<file path="config.mk">
export PLATFORM = sky130hd
export DESIGN_NAME = iesw_core
export DESIGN_NICKNAME = d
export VERILOG_FILES = /design/src/verilog/iesw_buf.v /design/src/verilog/iesw_core.v
export VERILOG_INCLUDE_DIRS = /design/src /design/src/verilog
export SDC_FILE = /design/constraint.sdc
export NUM_CORES = 1
export LEC_CHECK = 0
export ABC_AREA = 0
export BUFFER_PORTS_ARGS = -buffer_cell sky130_fd_sc_hd__buf_2
export CORE_UTILIZATION = 49
export DETAILED_ROUTE_END_ITERATION = 10
export GPL_ROUTABILITY_DRIVEN = 1
export PLACE_DENSITY_LB_ADDON = 0.1
export SYNTH_ARGS = -nofsm -noshare
export SYNTH_HDL_FRONTEND = slang
export SYNTH_SLANG_ARGS = --single-unit
</file>
<file path="constraint.sdc">
create_clock -name sys_clk_i -period 1.7 [get_ports sys_clk_i]
set_input_delay 0.255 -clock sys_clk_i [delete_from_list [all_inputs] [get_ports sys_clk_i]]
set_output_delay 0.255 -clock sys_clk_i [all_outputs]
set_load 0.03 [all_outputs]
</file>
<file path="src/verilog/iesw_defines.vh">
// Constants for the bus event, status and wait block.
`ifndef IESW_DEFINES_VH
`define IESW_DEFINES_VH
`define IESW_ST_MSTS      7
`define IESW_ST_ALD       6
`define IESW_ST_EXC       5
`define IESW_ST_COI       4
`define IESW_ST_TRC       3
`define IESW_ST_ACKD      2
`define IESW_ST_STD       1
`define IESW_ST_SPD       0
`define IESW_CLK_EIGHT    4'h8
`define IESW_CLK_NINE     4'h9
`define IESW_EXT_LO       4'h0
`define IESW_EXT_HI       4'hf
`define IESW_STATUS_RST   8'h00
`define IESW_BUF_DEPTH    2
`endif
</file>
<file path="src/verilog/iesw_buf.v">
// Two-entry valid/ready buffer carrying status bytes to software.
`default_nettype none
module iesw_buf #(
   parameter WIDTH = 8
) (
   input  wire             sys_clk_i,
   input  wire             reset_n_i,
   input  wire             in_valid_i,
   output wire             in_ready_o,
   input  wire [WIDTH-1:0] in_data_i,
   output reg              out_valid_o,
   input  wire             out_ready_i,
   output reg  [WIDTH-1:0] out_data_o
);
   reg [WIDTH-1:0] skid_r;
   reg             skid_vld_r;
   assign in_ready_o = ~skid_vld_r;
   always @(posedge sys_clk_i) begin
      if (!reset_n_i) begin
         out_valid_o <= 1'b0;
         skid_vld_r  <= 1'b0;
         out_data_o  <= {WIDTH{1'b0}};
         skid_r      <= {WIDTH{1'b0}};
      end else begin
         if (!out_valid_o || out_ready_i) begin
            if (skid_vld_r) begin
               out_data_o <= skid_r;
               out_valid_o <= 1'b1;
               skid_vld_r <= in_valid_i;
               skid_r <= in_data_i;
            end else begin
               out_valid_o <= in_valid_i;
               out_data_o <= in_data_i;
            end
         end else if (in_valid_i && !skid_vld_r) begin
            // Output stalled, so park the new word rather than lose it.
            skid_vld_r <= 1'b1;
            skid_r <= in_data_i;
         end
      end
   end
endmodule // iesw_buf
`default_nettype wire

</file>
<file path="src/verilog/iesw_core.v">
// Status, interrupt timing and clock-stretch control of the serial bus controller.
`include "iesw_defines.vh"
`default_nettype none
// Summary of operation
// - Data bytes interrupt at clock 8 or 9.
// - Master address byte interrupts at clock nine.
// - Slave address interrupts on own match, extended code or restart miss.
// - Matching address always acknowledged.
// - Extended code interrupts at clock eight.
// - Unmatched address gives no interrupt, no wait.
// - Interrupt and wait start on falling SCL.
// - Release, shift write, start or stop end wait.
// - Stop interrupts only when enabled, status 00000001.
// - Extended code slave status patterns.
// - Restart unmatched reports 00000x10, then silent.
// - Not participating: only optional stop interrupt.
// - Lost arbitration, own address: continue as slave.
// - Lost arbitration on extended code reports 0110x010.
// - Lost address arbitration unaddressed reports 01000110.
// - Lost data arbitration reports 10001110 then 0100x000.
// - Lost to restart: 1000x110 then address status.
// - Lost to stop reports 01000001 via stop interrupt.
// - Low data at restart/stop reports 1000xx00 then lost.
// - Stop instead of restart reports 01000001.
// - Extended flag bit 5, match flag bit 4.
// - Master bit 7, start bit 1, stop bit 0.
module iesw_core (
   input  wire       sys_clk_i,
   input  wire       reset_n_i,
   input  wire       scl_i,
   input  wire       sda_i,
   input  wire [6:0] own_address_reg_i,
   input  wire       wait_timing_select_i,
   input  wire       stop_irq_enable_i,
   input  wire       auto_ack_enable_i,
   input  wire       wait_release_bit_i,
   input  wire       serial_shift_write_i,
   input  wire       start_request_i,
   input  wire       stop_request_i,
   input  wire       leave_bus_bit_i,
   input  wire       master_active_i,
   input  wire       master_tx_i,
   input  wire       arb_lost_i,
   input  wire       restart_low_i,
   input  wire       status_read_i,
   output reg        bus_event_irq_o,
   output reg        scl_oe_o,
   output reg        sda_oe_o,
   output reg  [7:0] bus_status_byte_o,
   output reg        status_valid_o,
   input  wire       status_ready_i
);
   reg [2:0] scl_s_r;
   reg [2:0] sda_s_r;
   reg       scl_q_r;
   reg       sda_q_r;
   always @(posedge sys_clk_i) begin
      if (!reset_n_i) begin
         // Reset to the idle-high bus level so that no false edge follows reset.
         scl_s_r <= 3'h7;
         sda_s_r <= 3'h7;
         scl_q_r <= 1'b1;
         sda_q_r <= 1'b1;
      end else begin
         scl_s_r <= {scl_s_r[1:0], scl_i};
         sda_s_r <= {sda_s_r[1:0], sda_i};
         // A level counts only when the second and third stages agree.
         if (scl_s_r[1] == scl_s_r[2])
            scl_q_r <= scl_s_r[2];
         if (sda_s_r[1] == sda_s_r[2])
            sda_q_r <= sda_s_r[2];
      end
   end
   reg  scl_d_r;
   reg  sda_d_r;
   always @(posedge sys_clk_i) begin
      if (!reset_n_i) begin
         scl_d_r <= 1'b1;
         sda_d_r <= 1'b1;
      end else begin
         scl_d_r <= scl_q_r;
         sda_d_r <= sda_q_r;
      end
   end
   wire scl_rise = scl_q_r & ~scl_d_r;
   // Falling SCL raises every event except the stop event, which stop detection raises.
   wire scl_fall = ~scl_q_r & scl_d_r;
   wire start_det = scl_q_r & scl_d_r & sda_d_r & ~sda_q_r;
   wire stop_det  = scl_q_r & scl_d_r & ~sda_d_r & sda_q_r;

   // Idle, address phase, a transfer we take part in, or sitting out until a restart or stop.
   localparam ST_IDLE = 2'h0;
   localparam ST_ADDR = 2'h1;
   localparam ST_DATA = 2'h2;
   localparam ST_OUT  = 2'h3;
   reg [1:0] state_r;
   reg [1:0] state_nxt;
   reg [3:0] bit_cnt_r;
   reg [7:0] shift_r;
   reg       ald_r;
   reg       exc_r;
   reg       coi_r;
   reg       msts_r;
   reg       trc_r;
   reg       ackd_r;
   reg       std_r;
   reg       spd_r;
   reg       wait_r;
   reg       ack_drv_r;
   reg       irq_pend_r;
   // Set when a restart cuts into a transfer that we took part in.
   reg       resume_r;
   wire      buf_in_ready;
   wire [7:0] status_now = {msts_r, ald_r, exc_r, coi_r, trc_r, ackd_r, std_r, spd_r};
   wire [3:0] data_clk = wait_timing_select_i ? `IESW_CLK_NINE : `IESW_CLK_EIGHT;
   wire       ext_code = (shift_r[7:4] == `IESW_EXT_LO) || (shift_r[7:4] == `IESW_EXT_HI);
   wire       addr_hit = (shift_r[7:1] == own_address_reg_i);
   wire       release_req = wait_release_bit_i | serial_shift_write_i | start_request_i | stop_request_i;
   // The address is neither ours nor an extended code.
   wire       addr_miss = !addr_hit && !ext_code;

   always @* begin
      state_nxt = state_r;
      case (state_r)
         ST_IDLE: if (start_det) state_nxt = ST_ADDR;
         ST_ADDR: if (scl_fall && bit_cnt_r == `IESW_CLK_NINE)
                     state_nxt = (addr_hit || ext_code || (msts_r && !ald_r)) ? ST_DATA : ST_OUT;
         ST_DATA: if (leave_bus_bit_i) state_nxt = ST_OUT;
         ST_OUT:  state_nxt = ST_OUT;
         default: state_nxt = ST_IDLE;
      endcase
      if (stop_det)
         state_nxt = ST_IDLE;
      else if (start_det)
         state_nxt = ST_ADDR;
   end

   always @(posedge sys_clk_i) begin
      if (!reset_n_i) begin
         state_r    <= ST_IDLE;
         bit_cnt_r  <= 4'h0;
         shift_r    <= 8'h00;
         ald_r      <= 1'b0;
         exc_r      <= 1'b0;
         coi_r      <= 1'b0;
         msts_r     <= 1'b0;
         trc_r      <= 1'b0;
         ackd_r     <= 1'b0;
         std_r      <= 1'b0;
         spd_r      <= 1'b0;
         wait_r     <= 1'b0;
         ack_drv_r  <= 1'b0;
         irq_pend_r <= 1'b0;
         resume_r   <= 1'b0;
      end else begin
         state_r    <= state_nxt;
         irq_pend_r <= 1'b0;
         if (start_det || stop_det)
            bit_cnt_r <= 4'h0;
         else if (scl_rise && state_r != ST_IDLE)
            bit_cnt_r <= (bit_cnt_r == `IESW_CLK_NINE) ? 4'h1 : bit_cnt_r + 4'h1;
         // Only the acknowledge clock stays out of the shifter, so every byte arrives whole.
         if (scl_rise && bit_cnt_r != `IESW_CLK_EIGHT)
            shift_r <= {shift_r[6:0], sda_q_r};
         if (scl_rise && bit_cnt_r == `IESW_CLK_EIGHT)
            ackd_r <= ~sda_q_r;
         if (scl_rise && bit_cnt_r == `IESW_CLK_NINE) begin
            std_r  <= 1'b0;
            ackd_r <= 1'b0;
         end
         if (arb_lost_i)
            ald_r <= 1'b1;
         else if (start_det || status_read_i)
            ald_r <= 1'b0;
         if (arb_lost_i)
            msts_r <= 1'b0;
         else if (start_det)
            msts_r <= master_active_i;
         trc_r <= master_tx_i;
         if (start_det) begin
            std_r <= 1'b1;
            spd_r <= 1'b0;
            exc_r <= 1'b0;
            coi_r <= 1'b0;
            ackd_r <= 1'b0;
            resume_r <= (state_r == ST_DATA);
         end else if (stop_det) begin
            std_r <= 1'b0;
            spd_r <= 1'b1;
            exc_r <= 1'b0;
            coi_r <= 1'b0;
            msts_r <= 1'b0;
            ackd_r <= 1'b0;
            ack_drv_r <= 1'b0;
            resume_r <= 1'b0;
            irq_pend_r <= stop_irq_enable_i;
         end
         if (state_r == ST_ADDR && scl_fall) begin
            if (bit_cnt_r == `IESW_CLK_EIGHT) begin
               exc_r <= ext_code;
               coi_r <= addr_hit;
               if (ext_code && !msts_r) begin
                  irq_pend_r <= 1'b1;
                  wait_r <= 1'b1;
               end
               ack_drv_r <= addr_hit | (ext_code & auto_ack_enable_i);
            end
            if (bit_cnt_r == `IESW_CLK_NINE) begin
               ack_drv_r <= 1'b0;
               // master address at nine; match; lost arbitration; restart miss and extended code below
               if ((msts_r && !ald_r) || addr_hit || ald_r) begin
                  irq_pend_r <= 1'b1;
                  wait_r <= 1'b1;
               end
               if (addr_miss && resume_r && !ald_r) begin
                  irq_pend_r <= 1'b1;
                  resume_r <= 1'b0;
               end
               if (ext_code && !msts_r && wait_timing_select_i)
                  irq_pend_r <= 1'b1;
            end
         end
         if (state_r == ST_DATA && scl_fall && bit_cnt_r == data_clk) begin
            irq_pend_r <= 1'b1;
            wait_r <= 1'b1;
         end
         if (state_r == ST_OUT && scl_fall && ald_r && bit_cnt_r == data_clk)
            irq_pend_r <= 1'b1;
         if (state_r == ST_DATA && scl_fall && restart_low_i && bit_cnt_r == `IESW_CLK_NINE)
            irq_pend_r <= 1'b1;
         if (release_req)
            wait_r <= 1'b0;
         if (stop_det || state_nxt == ST_OUT)
            wait_r <= 1'b0;
      end
   end

   always @(posedge sys_clk_i) begin
      if (!reset_n_i) begin
         bus_event_irq_o   <= 1'b0;
         scl_oe_o          <= 1'b0;
         sda_oe_o          <= 1'b0;
         bus_status_byte_o <= `IESW_STATUS_RST;
      end else begin
         bus_event_irq_o <= irq_pend_r & buf_in_ready;
         // A refused event must not leave a changed status byte behind it.
         if (irq_pend_r && buf_in_ready)
            bus_status_byte_o <= status_now;
         // The wait holds SCL low until software acts.
         scl_oe_o <= wait_r;
         sda_oe_o <= ack_drv_r;
      end
   end

   wire [7:0] buf_data;
   wire       buf_valid;
   iesw_buf #(
      .WIDTH (8)
   ) u_buf (
      .sys_clk_i   (sys_clk_i),
      .reset_n_i   (reset_n_i),
      .in_valid_i  (irq_pend_r),
      .in_ready_o  (buf_in_ready),
      .in_data_i   (status_now),
      .out_valid_o (buf_valid),
      .out_ready_i (status_ready_i),
      .out_data_o  (buf_data)
   );
   // Software-side valid flag, one cycle behind the buffer and low in the cycle after status_ready_i is high.
   always @(posedge sys_clk_i) begin
      if (!reset_n_i)
         status_valid_o <= 1'b0;
      else
         status_valid_o <= buf_valid & ~status_ready_i;
   end
   // software sets acknowledge first; leave bus handled above
endmodule // iesw_core
`default_nettype wire

</file>
# ---- After elaboration in Yosys (flattened, before gate mapping)
# Cells that the tools add are included.
dict set report word_totals {
  wordCells 166
  input_bits 25
  out_inout_bits 12
  ff_bits 50
}
dict set report classes {
  reduce_logical 47
  muxes 57
  add_sub_neg 1
  eq_ne 12
  bitwise 21
}
# op count
set ops {}
lappend ops {{1-bit two-way mux} 51}
lappend ops {{1-bit logical AND} 21}
lappend ops {{4-bit equality test (second input constant)} 3}
lappend ops {{1-bit bitwise AND} 10}
lappend ops {{1-bit logical OR} 9}
lappend ops {{2-bit two-way mux} 4}
lappend ops {{2-bit one-hot mux with 4 select lines} 1}
lappend ops {{2-bit nonzero test} 4}
lappend ops {{7-bit equality test} 1}
lappend ops {{1-bit inverter} 7}
lappend ops {{2-bit equality test (second input constant)} 3}
lappend ops {{1-bit zero test} 6}
lappend ops {{4-bit by 1-bit adder with 4-bit output (second input constant)} 1}
lappend ops {{4-bit equality test} 1}
lappend ops {{4-bit zero test} 1}
lappend ops {{4-bit two-way mux} 1}
lappend ops {{4-bit != test (second input constant)} 1}
lappend ops {{1-bit OR} 4}
lappend ops {{2-bit OR reduction} 2}
lappend ops {{4-bit OR reduction} 1}
lappend ops {{3-bit nonzero test} 1}
lappend ops {{3-bit OR reduction} 1}
lappend ops {{1-bit equality test} 2}
lappend ops {{2-bit by 1-bit equality test with 1-bit output (second input constant)} 1}
lappend ops {{2-bit zero test} 1}

# ---- Logic depth before layout (Yosys ltp)
# Gate-level depths: netlist of the first run.
dict set report logic_depth {
  depth_word 15
  ltp_mapped 6
  ltp_nobuf 5
}

# ---- By module
# Synthesis of the first run repeated with hierarchy kept, for this count alone.
dict set report hier_totals {
  cells_unflattened 310
  area_unflattened_um2 2871.5
}
# mod n_inst area_per_inst_um2 seq_area_each_um2 cells_each
set modules_own_cells {}
lappend modules_own_cells {iesw_core 1 2084.5 960.9 229}
lappend modules_own_cells {iesw_buf 1 787.0 360.3 81}

# ---- Least setup slack after synthesis of the first run
# No wires, ideal clock.
dict set report synth_timing {
  path_kind {reg2reg}
  start {register bit_cnt_r[1]}
  end {register wait_r}
  required_time_ns 1.584
  setup_time_ns 0.116
  synth_period_minus_slack_ns 1.627
  t_arrival_ns 1.510
  stages_incl_launch_ff 6
  path_slack_ns 0.073
  path_buffers 0
  path_cell_list {dfxtp_1 or3b_4 nor3_4 a31oi_1 or3_1 o211a_1}
}
dict set report synth_between {
  elab_chain_len 9
  word_cells_on_any_way 18
  classes_between {4 x eq/ne; 9 x mux; 5 x reduce/logical}
}
# item line_no
set synth_lines {}
lappend synth_lines {{start: declaration} iesw_core.v:98} ;# reg [3:0] bit_cnt_r;
lappend synth_lines {{start signal: assignment} iesw_core.v:161} ;# bit_cnt_r <= (bit_cnt_r == `IESW_CLK_NINE) ? 4'h1 : bit_cnt_r + 4'h1;
lappend synth_lines {{4-bit equality test (no source line)} --}
lappend synth_lines {{1-bit logical AND (no source line)} --}
lappend synth_lines {{2-bit two-way mux} iesw_core.v:126} ;# ST_ADDR: if (scl_fall && bit_cnt_r == `IESW_CLK_NINE)
lappend synth_lines {{2-bit one-hot mux with 4 select lines} iesw_core.v:124} ;# case (state_r)
lappend synth_lines {{2-bit two-way mux} iesw_core.v:134} ;# else if (start_det)
lappend synth_lines {{2-bit two-way mux} iesw_core.v:132} ;# if (stop_det)
lappend synth_lines {{2-bit equality test} iesw_core.v:233} ;# if (stop_det || state_nxt == ST_OUT)
lappend synth_lines {{1-bit logical OR} iesw_core.v:233}
lappend synth_lines {{3-bit OR reduction (no source line)} --}
lappend synth_lines {{end signal: assignment} iesw_core.v:151} ;# wait_r <= 1'b0;
lappend synth_lines {{end signal: assignment} iesw_core.v:232} ;# wait_r <= 1'b0;
lappend synth_lines {{end signal: assignment} iesw_core.v:234} ;# wait_r <= 1'b0;
lappend synth_lines {{end: declaration} iesw_core.v:108} ;# reg wait_r;
# Several ways; a longest one is shown, not always the timed one. The select of a mux whose other input is x is not followed.
# A chain may end at the register's enable or synchronous reset.

# ---- Final worst setup path of the first run
dict set report layout_timing {
  start {register bit_cnt_r[3]}
  end {register wait_r}
}
# Same word-level chain as after synthesis.

==> results of run 1 <==
-- metrics by stage --
stage            TNS, ns  worst slack [ns]  util, %
3_5_place_dp           0           0.03361    60.17
5_1_grt        -0.004806         -0.004806    62.71
4_1_cts                0           0.01535    62.12
6_report               0           0.05147    62.71
3_3_place_gp           0           0.05190    60.17
2_1_floorplan          0           0.07342        -
-- power by group through the flow --
stage | Combinational (µW) | Sequential [µW] | Clock [µW]
2_1_floorplan | 39.8 | 1210 | 0
3_3_place_gp | 82.2 | 1210 | 0
3_5_place_dp | 82.8 | 1210 | 0
4_1_cts | 83.1 | 1180 | 672
5_1_grt | 93.0 | 1190 | 723
6_report | 83.1 | 1180 | 648
-- critical path: cells and delay by family (launching register included) --
family	cells	cell delay, ns
compound gates	2	0.34
simple gates	3	0.85
flops	1	0.35
-- timing repair --
action	CTS	global route
setup endpoints to repair	0	15
resized for setup	0	5
buffers inserted	0	1
-- layout make-up --
cell class / count / area (µm²) / share of cell area (%)
inverters: 5 / 18.77 / 0.7324
clock inverters: 1 / 7.507 / 0.2930
clock buffers: 6 / 72.57 / 2.832
repair buffers: 54 / 315.3 / 12.30
multi-input cells: 161 / 1081 / 42.19
flip-flops and latches: 50 / 1005 / 39.21
well taps: 50 / 62.56 / 2.441
-- state kept, by name (all words and copies together) (netlist names), 2 cells and up --
register	count
bus_status_byte_o	8
bit_cnt_r	4
state_r	2
sda_s_r	3
scl_s_r	3
shift_r	8
-- cell families (layout without fill, tap and decap cells) --
logic type	Yosys count	count (layout)
muxes	11	11
xor gates and xnor gates	10	10
and+or+nand+nor	91	91
buffers and inverters	16	66
DFF	50	50
AOI/OAI and AO/OA	49	49
-- per-layer routing --
layer / track usage [%] / share of wire [%] / vias up
met4: 9.375 / 1.8 / 0
met1: 28.12 / 50 / 802
met5: 0 / 0 / -
met2: 31.13 / 44 / 37
met3: 4.667 / 4.0 / 8
li1: - / - / 898
-- cells in the mapped netlist (3+ instances only) --
cell      instances  share of area, %
nand2b_1          9               2.6
nand2_1          24               4.2
xnor2_1           4               1.6
inv_1             5              0.88
clkbuf_1          8               1.4
and2_1            6               1.8
o21ai_0           7               1.6
nor3_1            4              0.94
a21oi_1           6               1.4
a31oi_1           4               1.2
a21boi_0         11               3.9
nor2_1           14               2.5
xor2_1            6               2.5
dfxtp_1          50                47
mux2i_1          11               5.2
nor4_1            3              0.88
nor2b_1          13               3.8
o21a_1            3               1.1
-- placed cells by master, fill, tap and decap left out, types with 2 or more instances in the layout --
cell      Yosys  layout
dfxtp_1      50      47
buf_2         2      36
nand2_1      24      24
buf_4         0      18
nor2_1       14      14
nor2b_1      13      13
a21boi_0     11      11
mux2i_1      11      11
nand2b_1      9       9
o21ai_0       7       7
a21oi_1       6       6
and2_1        6       6
xor2_1        6       6
inv_1         5       5
clkbuf_8      0       5
a31oi_1       4       4
xnor2_1       4       4
nor3_1        4       4
o21a_1        3       3
dfxtp_2       0       3
o31a_1        2       2
and4b_1       2       2
o211ai_1      2       2
nor3b_1       2       2
nand4b_1      2       2
and4_1        2       2
nor4_1        3       2
o211a_1       2       2
nand3_1       2       2
a32o_1        2       2
-- final timing paths --
path                 from          to  cells after the start
max          bit_cnt_r[3]      wait_r                      5
min                 scl_i  scl_s_r[0]                      2
max reg2reg  bit_cnt_r[3]      wait_r                      5
min reg2reg    scl_s_r[0]  scl_s_r[1]                      1
==> flow_metrics.py, run 1 <==
metrics = {
    "job": {
        "cap_violations": 0,
    },
    "finish": {
        "stdcell_count": 327,
        "diodes": 0,
        "area_growth_pct": 20.19,
        "layout-drive-gt1-share_pct": 24.91,
        "layout.nets": 302,
        "final_area_mm2": 0.002562,
        "fillers": 366,
    },
    "sta": {
        "slew_headroom_pct": 77.35,
        "grt_setup_unrepaired": "true",
        "finalHoldViolations": 0,
        "fin_skew_ns": 0.008538,
        "tightest_slew_ns": 0.3397,
        "max_freq_mhz": 606.6,
        "holdWs_ns": 0.1285,
        "final_max_slew_viol_count": 0,
        "fin_crit_sh_pct": 96.97,
        "fin_crit_ns": 1.649,
        "setup_viol": 0,
    },
    "clock_network": {
        "cts_root_buf": "clkbuf_8",
        "clkLatencyLatePin_ns": 0.30,
        "path_clk_slew_ns": 0.09,
        "cts_sinks": 50,
        "cts_hold_buf": 0,
        "cts_buffers": 5,
        "clk_path_buf_depth": 2,
        "tritoncts": "built",
        "htreeDepth": 2,
    },
    "yosys": {
        "synthFlopType": "dfxtp_1",
        "async_flop_share_pct": 0,
        "syn_nets": 252,
        "synth_xor_area_share_pct": 4.108,
        "synth_compound_area_share_pct": 16.61,
        "yosysWarnings": 0,
        "synth_adder_area_share_pct": 0,
        "ys_seq_elements": 50,
        "syn_area_mm2": 0.002132,
        "synth.distinct_cells": 47,
        "avgSynthCellArea_um2": 9.392,
        "yosysSeqAreaShare_pct": 46.95,
        "synth-edff-count": 0,
        "netlist_instances": 227,
        "yosys.area_share.simple_pct": 24.24,
        "synth_top_family_by_area": "simple AND/OR/NAND/NOR gates",
        "synthMuxAreaShare_pct": 5.164,
    },
    "floorplan": {
        "die_x_um": 67.96,
        "floorplan.rows": 23,
        "start_util_pct": 52.17,
        "die_height_um": 67.96,
        "die-area_mm2": 0.004619,
        "ios": 37,
        "core_mm2": 0.004086,
    },
    "power_and_ir_drop": {
        "power.switching_uw": 409.0,
        "clkPwrFrac_pct": 33.8,
        "p_leak_uw": 0.001042,
        "total_power_uw": 1915,
        "power.internal_uw": 1506,
        "ir_worst_vdd_uv": 519.5,
        "pwr_density_cell_mw_per_mm2": 747.5,
        "power_frac_comb_pct": 4.3,
        "p_seq_share_pct": 61.9,
        "p_sw_share_pct": 21.35,
    },
    "placement": {
        "port_buffers": 36,
        "place_area_mm2": 0.002459,
        "gp_congestion": 0.7908,
        "placedCellCount": 319,
        "dp_hpwl_um": 3058,
    },
    "critical_path": {
        "crit_required_ns": 1.89,
        "crit_arrival_ns": 1.84,
        "cpMaxStageDelayCell": "or3b_4",
        "cp-start-kind": "flip-flop",
        "path_class": "flip-flop to flip-flop",
        "slowest_delay_ns": 0.41,
        "end_kind": "flip-flop",
        "rrSetupSlack_ns": 0.05,
        "cp_cell_sequence": "or3b_4 > nor3_4 > a31oi_1 > or3_1 > o211a_1",
        "cp_max_fo": 5,
    },
    "global_route": {
        "grt_pass1_wl_um": 7031,
        "antenna_found_initial": 0,
        "grt_pass1_vias": 1503,
        "grt_use_total_pct": 20.75,
        "grt_overflow_total": 0,
        "grt_max_degree": 30,
    },
    "routing": {
        "routedWlPerCell_um": 12.92,
        "drt-total-wl_um": 4224,
        "vias_per_cell": 5.336,
        "drt_pass1_iterations": 4,
        "ant_nets": 0,
        "via_count": 1745,
        "initialDrtViolationCount": 64,
        "drc": 0,
    },
    "run_status": {
        "status": "finished, final reports clean",
    },
    "min_path": {
        "worstHoldPathType": "input pin to flip-flop",
    },
}
Note: power is estimated with default switching activity, not from simulation.
==> run 2: changes to the inputs <==
--- a/config.mk
+++ b/config.mk
@@ -8,7 +8,7 @@
 export LEC_CHECK = 0
 export ABC_AREA = 0
 export BUFFER_PORTS_ARGS = -buffer_cell sky130_fd_sc_hd__buf_2
-export CORE_UTILIZATION = 49
+export CORE_UTILIZATION = 46
 export DETAILED_ROUTE_END_ITERATION = 10
 export GPL_ROUTABILITY_DRIVEN = 1
 export PLACE_DENSITY_LB_ADDON = 0.1
==> constraint.sdc (replaced) <==
create_clock -name sys_clk_i -period 1.95 [get_ports sys_clk_i]
set_input_delay 0.2925 -clock sys_clk_i [delete_from_list [all_inputs] [get_ports sys_clk_i]]
set_output_delay 0.2925 -clock sys_clk_i [all_outputs]
set_load 0.03 [all_outputs]
==> run 2 against run 1 <==
Effect of this change:
- power shrank 4.4%
- sequential cell count did not move
- sequential power is 13% lower
- largest cell class unchanged
- clock skew fell by 0.0019 ns
- critical endpoint unchanged
- design area shrank 3.2%
- routed wire length decreased by 0.88%
- die area rose by 6.3%
- combinational power fell by 18%
==> flow_metrics.py, run 2 (synthesis results as in run 1) <==
metrics = {
    "run_status": {
        "status": "finished, final reports clean",
    },
    "critical_path": {
        "path_buf_inv": 0,
        "cp_cell_sequence": "or3b_4 > nor3_4 > a31oi_1 > or3_1 > o211a_1",
        "cp_top_family": "simple AND/OR/NAND/NOR gates",
        "cp_num_cells": 5,
        "cpMaxStageDelayCell": "or3b_4",
        "cp_max_fo": 6,
        "path_class": "flip-flop to flip-flop",
        "slowest_delay_ns": 0.44,
        "crit_required_ns": 2.15,
        "reg2reg_depth": 5,
        "cp-start-kind": "flip-flop",
        "end_kind": "flip-flop",
        "crit_arrival_ns": 1.93,
    },
    "sta": {
        "grt_setup_unrepaired": "false",
        "final_max_slew_viol_count": 0,
        "slew_headroom_pct": 61.19,
        "max_freq_mhz": 578.2,
        "fin_crit_sh_pct": 88.69,
        "fin_crit_ns": 1.729,
        "fin_skew_ns": 0.006622,
        "tightest_slew_ns": 0.5809,
        "finalHoldViolations": 0,
        "setup_viol": 0,
        "finalWorstSetupSlack_ns": 0.2206,
        "setup_tns_ns": 0,
    },
    "finish": {
        "final_cell_mix": "dfxtp_1 (50), buf_2 (36), nand2_1 (24), nor2_1 (14), nor2b_1 (13)",
        "layout.nets": 289,
        "final_util_pct": 56.21,
        "area_growth_pct": 16.37,
        "layout-drive-gt1-share_pct": 19.62,
        "layout_commonest_cell": "dfxtp_1",
        "reg.largest.list": "bus_status_byte_o (8), shift_r (8), bit_cnt_r (4)",
        "diodes": 0,
        "final_area_mm2": 0.002481,
    },
    "min_path": {
        "whs_path_depth": 2,
        "worstHoldPathType": "input pin to flip-flop",
    },
    "clock_network": {
        "htreeDepth": 2,
        "cts_sinks": 50,
        "clkLatencyLatePin_ns": 0.30,
        "tritoncts": "built",
        "cts_buffers": 5,
        "cts_root_buf": "clkbuf_8",
        "cts_resized": 0,
        "post-cts-setup-buffers": 0,
        "cts_hold_buf": 0,
        "path_clk_slew_ns": 0.09,
        "clk_path_buf_depth": 2,
    },
    "routing": {
        "drt_pass1_iterations": 4,
        "routedWlPerCell_um": 13.21,
        "ant_nets": 0,
        "via_count": 1672,
        "initialDrtViolationCount": 155,
        "vias_per_cell": 5.274,
        "drc": 0,
        "drt-total-wl_um": 4187,
    },
    "power_and_ir_drop": {
        "pwr_density_cell_mw_per_mm2": 738.1,
        "p_seq_share_pct": 56.4,
        "ir_worst_vdd_uv": 460.1,
        "p_sw_share_pct": 20.97,
        "power.switching_uw": 384.0,
        "p_leak_uw": 0.0009881,
        "power_frac_comb_pct": 3.7,
        "clkPwrFrac_pct": 39.9,
        "power.internal_uw": 1447,
    },
    "global_route": {
        "antenna_found_initial": 0,
        "grt_max_degree": 24,
        "grt_overflow_total": 0,
        "grt_pass1_vias": 1526,
        "grt_pass1_wl_um": 7169,
        "grt_use_total_pct": 18.28,
    },
    "placement": {
        "place_area_mm2": 0.002371,
        "pre_cts_slack_ns": 0.2335,
        "dp_hpwl_um": 2983,
        "gp_congestion": 0.8272,
        "port_buffers": 36,
    },
    "floorplan": {
        "floorplan.rows": 24,
        "die_x_um": 70.08,
        "die_height_um": 70.08,
        "ios": 37,
        "die-area_mm2": 0.004911,
        "core_mm2": 0.004414,
        "start_util_pct": 48.30,
    },
    "job": {
        "cap_violations": 0,
    },
}
==> run 2: worst paths after layout <==
kind / startpoint / to / slack, ns
worst max-delay path: bit_cnt_r[1] / wait_r / 0.22
worst min-delay path: arb_lost_i / msts_r / 0.16
worst max register to register: bit_cnt_r[1] / wait_r / 0.22
worst min register to register: scl_s_r[0] / scl_s_r[1] / 0.41
==> run 2: per-layer routing <==
metal / wire (µm) / up-vias / GRT usage, %
met3: 206 / 7 / 4.040
li1: - / 868 / -
met1: 2117 / 762 / 25.62
met2: 1795 / 35 / 27.03
met4: 69 / 0 / 7.778
met5: 0 / - / 0
==> run 2: layout make-up <==
class | instances | area, µm²
clock buffer | 6 | 72.57
clock inverter | 2 | 37.54
fill | 405 | 1933
inverter | 5 | 18.77
multi-input combinational | 161 | 1069
sequential | 50 | 1001
tap | 52 | 65.06
timing repair buffer | 41 | 217.7
==> run 2: through the flow <==
stage	std cells	hold slack (ns)	total power, µW
after CTS	317	0.1570	1848
after global routing	317	0.1524	1889
after floorplan	227	0.3655	1090
after detailed placement	309	0.3916	1126
final	317	0.1597	1831
after global placement	309	0.3892	1126
==> run 2: power groups by stage <==
| stage | combinational, µW | clock [µW] | sequential (µW) |
|---|---|---|---|
| floorplan | 34.7 | 0 | 1060 |
| global placement | 69.1 | 0 | 1060 |
| detailed placement | 68.9 | 0 | 1060 |
| CTS | 69.3 | 746 | 1030 |
| global route | 76.4 | 778 | 1030 |
| finish | 68.3 | 730 | 1030 |
==> run 3: changes to the inputs <==
--- a/config.mk
+++ b/config.mk
@@ -6,7 +6,7 @@
 export SDC_FILE = /design/constraint.sdc
 export NUM_CORES = 1
 export LEC_CHECK = 0
-export ABC_AREA = 0
+export ABC_AREA = 1
 export BUFFER_PORTS_ARGS = -buffer_cell sky130_fd_sc_hd__buf_2
 export CORE_UTILIZATION = 46
 export DETAILED_ROUTE_END_ITERATION = 10
==> run 3 against run 2 <==
Effect of this change:
- synthesized cell count rose by 35%
- synthesized area is 4.8% higher
- critical path depth up 5
- die area rose by 4.6%
- worst hold slack better by 0.0085 ns
- first-iteration DRC count fell by 31%
- clock skew is 0.0012 ns higher
- global-route usage is 1.2 points higher
- clock power shrank 2%
- register-to-register slack improved by 0.24 ns
- design area rose by 3.3%
- routed wire length rose by 8.2%
- largest cell class unchanged
- highest routed layer unchanged
==> flow_metrics.py, run 3 <==
metrics = {
    "floorplan": {
        "die_x_um": 71.68,
        "die-area_mm2": 0.005138,
        "floorplan.rows": 24,
        "core_mm2": 0.004504,
        "start_util_pct": 49.58,
        "ios": 37,
        "die_height_um": 71.68,
    },
    "placement": {
        "port_buffers": 36,
        "gp_congestion": 0.8746,
        "dp_hpwl_um": 3449,
    },
    "sta": {
        "slew_headroom_pct": 62.61,
        "max_freq_mhz": 672.5,
        "fin_crit_ns": 1.487,
        "final_max_slew_viol_count": 0,
        "setup_tns_ns": 0,
        "holdWs_ns": 0.1682,
        "setup_viol": 0,
        "tightest_slew_ns": 0.5587,
        "grt_setup_unrepaired": "false",
        "finalHoldViolations": 0,
        "fin_skew_ns": 0.007835,
        "fin_crit_sh_pct": 76.25,
    },
    "yosys": {
        "synth-edff-count": 0,
        "synth.distinct_cells": 31,
        "synthFlopType": "dfxtp_1",
        "yosysSeqAreaShare_pct": 44.82,
        "ys_top_cells_by_count": "nand2_1 (60), dfxtp_1 (50), inv_1 (44)",
        "async_flop_share_pct": 0,
        "ys_seq_elements": 50,
        "yosysWarnings": 0,
        "syn_area_mm2": 0.002233,
        "netlist_instances": 306,
        "synthTopCellsByArea": "dfxtp_1 (45%), nand2_1 (10%), inv_1 (7.4%), nor2_1 (6.9%), a21oi_1 (4.3%)",
        "yosys.area.top_type": "dfxtp_1",
        "avgSynthCellArea_um2": 7.299,
        "syn_nets": 331,
        "synth.most_common_cell": "nand2_1",
        "yosysTopAreaCellShare_pct": 44.82,
    },
    "clock_network": {
        "tritoncts": "built",
        "cts_resized": 0,
        "cts_hold_buf": 0,
        "cts_buffers": 5,
        "cts_root_buf": "clkbuf_8",
        "clkLatencyLatePin_ns": 0.30,
        "path_clk_slew_ns": 0.09,
        "post-cts-setup-buffers": 0,
        "clk_path_buf_depth": 2,
        "htreeDepth": 2,
        "cts_sinks": 50,
    },
    "routing": {
        "drt-total-wl_um": 4531,
        "initialDrtViolationCount": 107,
        "ant_nets": 0,
        "drc": 0,
        "via_count": 1966,
        "vias_per_cell": 4.965,
        "routedWlPerCell_um": 11.44,
        "drt_pass1_iterations": 4,
    },
    "global_route": {
        "grt_max_degree": 25,
        "grt_overflow_total": 0,
        "antenna_found_initial": 0,
        "grt_pass1_vias": 1739,
        "grt_pass1_wl_um": 7769,
        "grt_use_total_pct": 19.49,
    },
    "finish": {
        "fillers": 427,
        "reg.largest.list": "bus_status_byte_o (8), shift_r (8), bit_cnt_r (4)",
        "area_growth_pct": 14.79,
        "multi_input_area_mm2": 0.001011,
        "diodes": 0,
        "layout.nets": 369,
        "layout_commonest_cell": "nand2_1",
        "layout-drive-gt1-share_pct": 22.67,
        "seq_area_mm2": 0.001001,
        "final_cell_mix": "nand2_1 (60), dfxtp_1 (50), inv_1 (44), nor2_1 (41), buf_2 (36)",
    },
    "critical_path": {
        "cp_max_fo": 6,
        "crit_arrival_ns": 1.69,
        "cp-start-kind": "flip-flop",
        "path_buf_inv": 4,
        "crit_required_ns": 2.15,
        "end_kind": "flip-flop",
        "cp_cell_sequence": "inv_2 > nand4_1 > inv_1 > nor2_4 > inv_2 > nor2_1 > o21ai_1 > nand3b_1 > nand2_1 > inv_1",
        "cpMaxStageDelayCell": "dfxtp_1",
        "slowest_delay_ns": 0.36,
        "path_class": "flip-flop to flip-flop",
        "cp_top_family": "simple AND/OR/NAND/NOR gates",
    },
    "min_path": {
        "worstHoldPathType": "input pin to flip-flop",
    },
    "job": {
        "cap_violations": 0,
    },
    "run_status": {
        "status": "finished, final reports clean",
    },
    "power_and_ir_drop": {
        "p_leak_uw": 0.001220,
        "total_power_uw": 1832,
        "pwr_density_cell_mw_per_mm2": 714.5,
        "ir_worst_vdd_uv": 380.2,
    },
}
==> run 3: per-stage QoR <==
step                      util (%)  instances  area [µm²]  worst slack, ns
after floorplan                  -        306        2233           0.6883
after global placement       54.53        389        2456           0.4763
after detailed placement     54.53        389        2456           0.4700
after CTS                    56.92        396        2564           0.4377
after global routing         56.92        396        2564           0.2868
final                        56.92        396        2564           0.4631
==> run 3: final cells by class <==
cell class                 instances  area share, %
clock buffer                       5          2.684
clock inverter                     2          1.513
inverter                          51          7.467
multi-input combinational        199          39.43
sequential                        50          39.04
tap                               52          2.538
timing repair buffer              37          7.321
==> run 3: cells by family after synthesis <==
| group | after synthesis | synth area share, % |
|---|---|---|
| compound gates | 54 | 13.67 |
| simple gates | 145 | 31.60 |
| buf+inv | 57 | 9.916 |
| flops | 50 | 44.82 |
==> run 3: report_power, final <==
part           internal (µW)  switching [µW]
Clock                    377             335
Sequential              1030            4.42
Combinational           37.3            48.7
Total                   1440             388
==> run 3: tightest hold or removal path, stage by stage <==
cell	delay [ns]
buf_2	0.08
nand2_1	0.04
inv_1	0.04
==> run 3: per-layer routing <==
layer  global-route usage (%)  wire length, µm  vias to the layer above
met5                        0                0                        -
met3                    4.641              214                        4
li1                         -                -                     1039
met2                    30.19             2006                       42
met1                    26.74             2276                      881
met4                    6.536               34                        0
==> run 3: final timing paths <==
| path | to | slack, ns | cells after the start | from |
|---|---|---|---|---|
| worst max register to register | wait_r | 0.46 | 10 | sda_q_r |
| worst min register to register | scl_s_r[1] | 0.42 | 1 | scl_s_r[0] |
| worst min-delay path | trc_r | 0.17 | 3 | master_tx_i |
| worst max-delay path | wait_r | 0.46 | 10 | sda_q_r |
